==> src/hw/cbgb_consts.svh <==
// Constants for the control bus glue bridge
// What this block does
// Control bus: 8-bit address, 8-bit data, read/write, enable, ack, irq.
// Control bus parity stays disabled; nothing generated or checked.
// Acknowledge and interrupt are open-drain, wired-OR among controllers.
// Master drops enable; address, direction, write data valid within 20 ns.
// Addressed controller pulls ack low when read data valid or write taken.
// Master raises enable after ack; controller then releases ack.
// Processor address phase held in a latch; low 8 bits drive bus.
// Data buffer enable low on any strobe; direction follows write strobe.
// PHY select low for strobe and address 8000..9FFF, from bits 15..13.
// MAC select low for strobe and address A000..BFFF.
// Selects registered, changing only on processor clock falling edge.
// Ready high when no strobe or ack low; else wait states.
// Each controller interrupt reaches the processor on its own line.
// Host side: two interrupts and two byte ports, read and write.
// Selects rise on first falling edge after both strobes go idle.
`ifndef CBGB_CONSTS_SVH
`define CBGB_CONSTS_SVH

`define CBGB_CLK_PERIOD_NS   10
`define CBGB_SETUP_NS        20
// Enable-to-valid time as whole clock cycles (longest time, rounded down)
`define CBGB_SETUP_CYC ((`CBGB_SETUP_NS / `CBGB_CLK_PERIOD_NS) > 0 ? \
                        (`CBGB_SETUP_NS / `CBGB_CLK_PERIOD_NS) : 1)
`define CBGB_DEC_MSB         15
`define CBGB_DEC_LSB         13
`define CBGB_PHY_WIN         3'h4
`define CBGB_MAC_WIN         3'h5
`define CBGB_BYTE_W          8
`define CBGB_ADDR_W          16

`endif

==> src/hw/cbgb_pkg.sv <==
// Types shared by the control bus glue bridge
package cbgb_pkg;

    // Control bus outputs of the bridge
    typedef struct packed {
        logic [7:0] addr;
        logic [7:0] wdata;
        logic       wdata_oe;
        logic       read;
    } cbgb_cbus_t;

    // Processor data returned through the buffer
    typedef struct packed {
        logic [7:0] rdata;
        logic       rdata_oe;
    } cbgb_cpu_t;

endpackage : cbgb_pkg

==> src/hw/cbgb_mailbox.sv <==
// One byte-wide host mailbox with a sticky pending flag
`timescale 1ns/100ps
module cbgb_mailbox (
    input  wire logic       clock_i,
    input  wire logic       rst_n_i,
    input  wire logic       clk_en_i,
    input  wire logic       load_i,
    input  wire logic [7:0] data_i,
    input  wire logic       take_i,
    output logic      [7:0] data_o,
    output logic            pend_o
);
    import cbgb_pkg::*;

    logic [7:0] data_reg;
    logic       pend_reg;
    logic       pend_next;

    // A load in the same cycle as a take keeps the flag set
    assign pend_next = load_i | (pend_reg & ~take_i);

    // ------------------------------------------------------------
    // Storage
    // ------------------------------------------------------------
    always_ff @(posedge clock_i or negedge rst_n_i) begin
        if (!rst_n_i) begin
            data_reg <= 8'h00;
            pend_reg <= 1'b0;
        end else if (clk_en_i) begin
            if (load_i) begin
                data_reg <= data_i;
            end
            pend_reg <= pend_next;
        end
    end

    assign data_o = data_reg;
    assign pend_o = pend_reg;

endmodule : cbgb_mailbox

==> src/hw/cbgb_bridge.sv <==
// Processor to control bus bridge: latch, buffer, decode, wait states
`timescale 1ns/100ps
`include "cbgb_consts.svh"
module cbgb_bridge (
    input  wire logic              clock_i,
    input  wire logic              nrst_i,
    input  wire logic              clk_en_i,
    // Processor side
    input  wire logic              cpu_clock_i,
    input  wire logic              cpu_ale_i,
    input  wire logic [15:0]       cpu_ad_i,
    input  wire logic              cpu_rd_n_i,
    input  wire logic              cpu_wr_n_i,
    output cbgb_pkg::cbgb_cpu_t    cpu_data_o,
    output logic                   cpu_ready_o,
    output logic                   cpu_clock_inverted_o,
    output logic                   cpu_phy_irq_n_o,
    output logic                   cpu_mac_irq_n_o,
    // Control bus side
    output cbgb_pkg::cbgb_cbus_t   cbus_o,
    input  wire logic [7:0]        cb_data_i,
    input  wire logic              ack_n_i,
    input  wire logic              phy_irq_n_i,
    input  wire logic              mac_irq_n_i,
    output logic                   phy_select_n_o,
    output logic                   mac_select_n_o,
    output logic                   data_buffer_enable_n_o,
    output logic                   buffer_dir_o,
    // Host side
    input  wire logic              host_wr_stb_i,
    input  wire logic [7:0]        host_wr_data_i,
    input  wire logic              cpu_host_take_i,
    output logic      [7:0]        cpu_host_data_o,
    output logic                   cpu_host_irq_o,
    input  wire logic              cpu_tx_stb_i,
    input  wire logic              host_rd_take_i,
    output logic      [7:0]        host_rd_data_o,
    output logic                   host_irq_o
);
    import cbgb_pkg::*;

    // ------------------------------------------------------------
    // Reset release
    // ------------------------------------------------------------
    logic [1:0] rst_sync_reg;
    logic       rst_n;

    // Asynchronous assert, release after two clock edges. Only the second
    // flop feeds the design, so a release landing near an edge cannot
    // reach some flops a cycle before the others.
    always_ff @(posedge clock_i or negedge nrst_i) begin
        if (!nrst_i) begin
            rst_sync_reg <= 2'b00;
        end else begin
            rst_sync_reg <= {rst_sync_reg[0], 1'b1};
        end
    end
    assign rst_n = rst_sync_reg[1];

    // ------------------------------------------------------------
    // Combinational decode
    // ------------------------------------------------------------
    logic [15:0] addr_reg;
    logic        cpu_clk_reg;
    logic        cpu_fall;
    logic        any_strobe;
    logic        wr_strobe;
    logic        rd_strobe;
    logic [2:0]  win;
    logic        phy_hit;
    logic        mac_hit;
    logic [15:0] addr_now;
    logic        ready_next;
    logic        read_next;
    logic        rdata_oe_next;
    logic        buf_en_n_next;

    // Latch is transparent while ALE is high, so decode sees it at once
    assign addr_now   = cpu_ale_i ? cpu_ad_i : addr_reg;
    assign wr_strobe  = ~cpu_wr_n_i;
    assign rd_strobe  = ~cpu_rd_n_i;
    assign any_strobe = wr_strobe | rd_strobe;
    assign win        = addr_now[`CBGB_DEC_MSB:`CBGB_DEC_LSB];
    assign phy_hit    = any_strobe & (win == `CBGB_PHY_WIN);
    assign mac_hit    = any_strobe & (win == `CBGB_MAC_WIN);
    // Processor clock is a plain synchronous input; catch its fall.
    // A fall is only seen while the clock enable is high, so a frozen
    // cycle can delay a select by one processor clock.
    assign cpu_fall   = cpu_clk_reg & ~cpu_clock_i;
    // Ack is open-drain and wired-OR, so low from any controller counts
    assign ready_next = ~any_strobe | ~ack_n_i;
    // Both strobes low is taken as a write, so the buffer never fights
    // the processor for the data lines when the strobes overlap
    assign read_next     = ~wr_strobe;
    assign rdata_oe_next = rd_strobe & ~wr_strobe;
    assign buf_en_n_next = ~any_strobe;

    // ------------------------------------------------------------
    // Address latch and clock edge tracking
    // ------------------------------------------------------------
    always_ff @(posedge clock_i or negedge rst_n) begin
        if (!rst_n) begin
            addr_reg    <= 16'h0000;
            cpu_clk_reg <= 1'b0;
        end else if (clk_en_i) begin
            addr_reg    <= addr_now;
            cpu_clk_reg <= cpu_clock_i;
        end
    end

    // ------------------------------------------------------------
    // Chip selects
    // ------------------------------------------------------------
    // Delaying to the falling edge gives write data its 20 ns lead; the
    // cost is up to one processor clock of extra latency per access.
    // Selects rise only on a fall after the strobes end, and the strobes
    // end only once ack has let ready through, so the controller sees
    // its enable rise after acking and can then release ack. see
    always_ff @(posedge clock_i or negedge rst_n) begin
        if (!rst_n) begin
            phy_select_n_o <= 1'b1;
            mac_select_n_o <= 1'b1;
        end else if (clk_en_i && cpu_fall) begin
            phy_select_n_o <= ~phy_hit;
            mac_select_n_o <= ~mac_hit;
        end
    end

    // ------------------------------------------------------------
    // Control bus drive and data buffer
    // ------------------------------------------------------------
    // Address and direction settle ahead of the select edge (R4 is the
    // master's duty, met because selects trail these by a clock half).
    // No parity line is driven or checked.                   see
    always_ff @(posedge clock_i or negedge rst_n) begin
        if (!rst_n) begin
            cbus_o                 <= '{addr: 8'h00, wdata: 8'h00,
                                        wdata_oe: 1'b0, read: 1'b1};
            cpu_data_o             <= '{rdata: 8'h00, rdata_oe: 1'b0};
            data_buffer_enable_n_o <= 1'b1;
            buffer_dir_o           <= 1'b0;
        end else if (clk_en_i) begin
            cbus_o.addr            <= addr_now[7:0];
            cbus_o.read            <= read_next;
            cbus_o.wdata           <= cpu_ad_i[7:0];
            cbus_o.wdata_oe        <= wr_strobe;
            // Sampled each cycle; it is valid once ack is low, the same
            // edge at which ready rises, so the processor takes it then
            cpu_data_o.rdata       <= cb_data_i;
            cpu_data_o.rdata_oe    <= rdata_oe_next;
            data_buffer_enable_n_o <= buf_en_n_next;
            buffer_dir_o           <= wr_strobe;
        end
    end

    // ------------------------------------------------------------
    // Ready, interrupts and inverted clock
    // ------------------------------------------------------------
    // Ready is registered, so the processor sees ack one clock late; this
    // costs a wait state but keeps the output free of glitches.
    // Controller interrupts stay separate so no bus polling is needed
    always_ff @(posedge clock_i or negedge rst_n) begin
        if (!rst_n) begin
            cpu_ready_o          <= 1'b1;
            cpu_phy_irq_n_o      <= 1'b1;
            cpu_mac_irq_n_o      <= 1'b1;
            cpu_clock_inverted_o <= 1'b1;
        end else if (clk_en_i) begin
            cpu_ready_o          <= ready_next;
            cpu_phy_irq_n_o      <= phy_irq_n_i;
            cpu_mac_irq_n_o      <= mac_irq_n_i;
            cpu_clock_inverted_o <= ~cpu_clock_i;
        end
    end

    // ------------------------------------------------------------
    // Host byte ports
    // ------------------------------------------------------------
    logic [7:0] rx_data;
    logic       rx_pend;
    logic [7:0] tx_data;
    logic       tx_pend;

    // The mailboxes have no address window; their strobes are wired in
    // directly, and a load meeting a take keeps the pending flag set.
    // Host write port: host loads, processor takes
    cbgb_mailbox u_host_wr (
        .clock_i  (clock_i),
        .rst_n_i  (rst_n),
        .clk_en_i (clk_en_i),
        .load_i   (host_wr_stb_i),
        .data_i   (host_wr_data_i),
        .take_i   (cpu_host_take_i),
        .data_o   (rx_data),
        .pend_o   (rx_pend)
    );

    // Host read port: processor loads its low data byte, host takes
    cbgb_mailbox u_host_rd (
        .clock_i  (clock_i),
        .rst_n_i  (rst_n),
        .clk_en_i (clk_en_i),
        .load_i   (cpu_tx_stb_i),
        .data_i   (cpu_ad_i[7:0]),
        .take_i   (host_rd_take_i),
        .data_o   (tx_data),
        .pend_o   (tx_pend)
    );

    // Register the mailbox view so every output leaves a flip-flop
    always_ff @(posedge clock_i or negedge rst_n) begin
        if (!rst_n) begin
            cpu_host_data_o <= 8'h00;
            cpu_host_irq_o  <= 1'b0;
            host_rd_data_o  <= 8'h00;
            host_irq_o      <= 1'b0;
        end else if (clk_en_i) begin
            cpu_host_data_o <= rx_data;
            cpu_host_irq_o  <= rx_pend;
            host_rd_data_o  <= tx_data;
            host_irq_o      <= tx_pend;
        end
    end

endmodule : cbgb_bridge

==> config.mk <==
export PLATFORM = sky130hd
export DESIGN_NAME = cbgb_bridge
export DESIGN_NICKNAME = d
export VERILOG_FILES = /design/src/hw/cbgb_pkg.sv /design/src/hw/cbgb_mailbox.sv /design/src/hw/cbgb_bridge.sv
export VERILOG_INCLUDE_DIRS = /design/src /design/src/hw
export SDC_FILE = /design/constraint.sdc
export NUM_CORES = 1
export LEC_CHECK = 0
export BUFFER_PORTS_ARGS = -buffer_cell sky130_fd_sc_hd__buf_2
export CAP_MARGIN = 0
export CORE_MARGIN = 2
export CORE_UTILIZATION = 44
export DETAILED_ROUTE_END_ITERATION = 7
export HOLD_SLACK_MARGIN = 0.15
export PLACE_DENSITY = 0.76
export SYNTH_ARGS = -nofsm -noshare
export SYNTH_HDL_FRONTEND = slang
export SYNTH_HIERARCHICAL = 1
export SYNTH_SLANG_ARGS = --single-unit
export TNS_END_PERCENT = 10
==> constraint.sdc <==
create_clock -name clock_i -period 6.63 [get_ports clock_i]
set_input_delay 1.326 -clock clock_i [delete_from_list [all_inputs] [get_ports clock_i]]
set_output_delay 1.326 -clock clock_i [all_outputs]
set_load 0.03 [all_outputs]
==> key figures <==
Timing
  • TNS Setup: 0 ns
  • Final setup fails: 0
  • Max Clock Skew: 0.00819 ns
  • Period minus WS final: 2.93 ns
  • Worst Tran Pin Value: 0.939 ns
  • Final Hold Vio Count: 0
  • Slew Viols, Final: 0
  • Fin crit share: 0.441
  • Max-slew headroom: 0.374
  • RSZ-0062 raised after global routing: no
  • Achievable frequency: 342 MHz

Clocking
  • Clk buf depth: 2
  • Worst skew pair latency: 0.33 ns
  • Clock Sink Count: 76
  • Worst-path clk slew: 0.07 ns
  • Post-CTS sizing: 0
  • Post-CTS setup buffer count: 0
  • CTS H-tree lvls: 3
  • CTS buffer count: 9
  • Post-CTS Hold Fix Bufs: 0
  • CTS tree: built
  • CTS Root Cell: clkbuf_8

Synth
  • Share of the synthesized area in the top cell type: 0.565
  • Synth warn: 6
  • Synth cell types: 23
  • Area of the mapped netlist: 0.00301 mm²
  • Top cells by area, synth: dfrtp_1 (56%), mux2_2 (10%), mux2_1 (10%), dfstp_2 (7.0%), mux2_4 (5.0%)
  • Mean post-synth cell area: 16.1 µm²
  • Post-Syn Nets: 233
  • Cells after Synth: 187
  • Post-synthesis register bit count: 76
  • Sequential-to-total area share from yosys stat: 0.635
  • Yosys top cell by area: dfrtp_1

Route
  • Routed vias/inst: 4.90
  • Routed len/inst: 14.9 µm
  • Via Count: 1772
  • Initial DRT Pass Iterations: 3
  • 1st-iter DRT viols: 53
  • Detail Route Antenna Nets: 0
  • # DRC: 0
  • Drt total wl: 5.39 mm

Setup path
  • CP Class: input port to flip-flop
  • Setup crit start: clk_en_i
  • Worst setup EP type: flip-flop
  • FF-to-FF End: addr_reg[6]
  • R2R setup slack: 5.54 ns
  • Register-to-Register Path Depth: 0
  • Worst EP arrival: 3.14 ns
  • Setup crit end: addr_reg[6]
  • CP Launch Type: input port
  • Worst r2r src: rst_sync_reg[1]
  • Worst path required time: 6.84 ns
  • CP Max Fanout: 54

Run status
  • Status: completed

Floorplanning
  • Die Y: 86.8 µm
  • Initial Utilization: 0.448
  • Top-level I/O count: 99
  • Std-Cell Rows: 30
  • Full die area: 0.00753 mm²
  • Chip width: 86.8 µm
  • Core area: 0.00672 mm²

Final layout
  • Max reg flops: 11
  • Final Non-Filler Cells: 362
  • Share of cells above drive strength 1: 0.567
  • Area Overhead vs Synth: 23.6%
  • Most frequent cells in the layout: buf_2 (93), dfrtp_1 (67), mux2_2 (28)
  • Most common library cell in the layout ignoring fill and taps: buf_2
  • FILL cells: 577
  • Nets: 323
  • Antenna Diode Count: 0
  • Multi-input gate area: 955 µm²
  • Register area: 0.00192 mm²
  • Core Util, Final: 0.554

Global route
  • Global-route wire length before repair: 8.65 mm
  • Global-route usage over all layers: 0.153
  • Largest net degree at the start of global routing: 75
  • Antenna violations before repair: 0
  • Total congestion overflow: 0
  • Vias in the first global route: 1824

Flow run
  • Max cap viols: 0

Hold path
  • Min-delay worst type: flip-flop to flip-flop

Power
  • Leak Pwr: 1.80 nW
  • Pwr dens: 340 mW/mm²
  • Max VDD drop: 0.000161 V

Place
  • GPL Wtd Cong: 0.779
  • Number of placed instances, taps included: 346
  • Post-DP HPWL: 3.58 mm
  • Port bufs: 93
where the power goes:
group / total (W) / internal (W) / leakage [nW] / switching [W]
Sequential: 0.000569 / 0.000531 / 0.881 / 0.0000379
Clock: 0.000458 / 0.000299 / 0.131 / 0.000159
Combinational: 0.000238 / 0.0000925 / 0.786 / 0.000145
critical path, cell delays in order:
cell,delay (ns)
buf_2,0.08
buf_4,0.55
nand2_1,0.68
mux2_4,0.49
cell usage after synthesis:
| cell type | instances |
|---|---|
| mux2_1 | 27 |
| nand2_1 | 4 |
| mux2i_1 | 3 |
| nor2_1 | 3 |
| dfrtp_1 | 68 |
| nand3b_1 | 2 |
| and3b_1 | 1 |
| or3b_1 | 1 |
| mux2_2 | 28 |
| a21boi_2 | 1 |
| buf_4 | 10 |
| a21oi_1 | 1 |
| nand3_1 | 1 |
| nand2_4 | 2 |
| mux2_4 | 10 |
| a31oi_1 | 2 |
| dfstp_2 | 8 |
| a22o_2 | 2 |
| inv_1 | 4 |
| o21ai_0 | 2 |
| conb_1 | 1 |
| buf_6 | 5 |
| nor2b_1 | 1 |
how the worst min path moves through the flow:
stage,slack [ns],from,to,cells after the start
4_1_cts,0.36,rst_sync_reg[0],rst_sync_reg[1],0
5_1_grt,0.36,rst_sync_reg[0],rst_sync_reg[1],0
6_report,0.36,rst_sync_reg[0],rst_sync_reg[1],0
2_1_floorplan,0.33,rst_sync_reg[0],rst_sync_reg[1],0
3_5_place_dp,0.34,rst_sync_reg[0],rst_sync_reg[1],0
3_3_place_gp,0.34,rst_sync_reg[0],rst_sync_reg[1],0
layout make-up:
type,instances,area share
clock inverters,4,0.0323
inverters,4,0.00403
clock buffers,12,0.0390
well taps,80,0.0269
flip-flops and latches,76,0.514
multi-input cells,92,0.256
repair buffers,94,0.127
cells by family after synthesis:
logic type             after synthesis  share of synthesized area
AO/OA/AOI/OAI                        8                     0.0195
buffers and inverters               19                     0.0486
flip-flops                          76                      0.635
multiplexers                        68                      0.265
other                                1                    0.00124
AND/OR/NAND/NOR                     15                     0.0307
metal layers:
metal  global-route usage  vias to the layer above  wire, µm
met5                    0                        -         0
met4               0.0767                        0        71
met3               0.0410                        7       283
met2                0.245                       53      2590
met1                0.190                      895      2440
li1                     -                      817         -
stage by stage:
stage | area (µm²) | total power [W] | setup slack, ns | hold WS, ns
final | 3720 | 0.00126 | 3.70 | 0.358
after global routing | 3720 | 0.00132 | 3.59 | 0.361
after CTS | 3720 | 0.00128 | 3.68 | 0.361
after detailed placement | 3460 | 0.000820 | 3.30 | 0.341
after global placement | 3460 | 0.000811 | 3.35 | 0.342
after floorplan | 3010 | 0.000752 | 4.37 | 0.331
(Power assumes the default switching activity.)
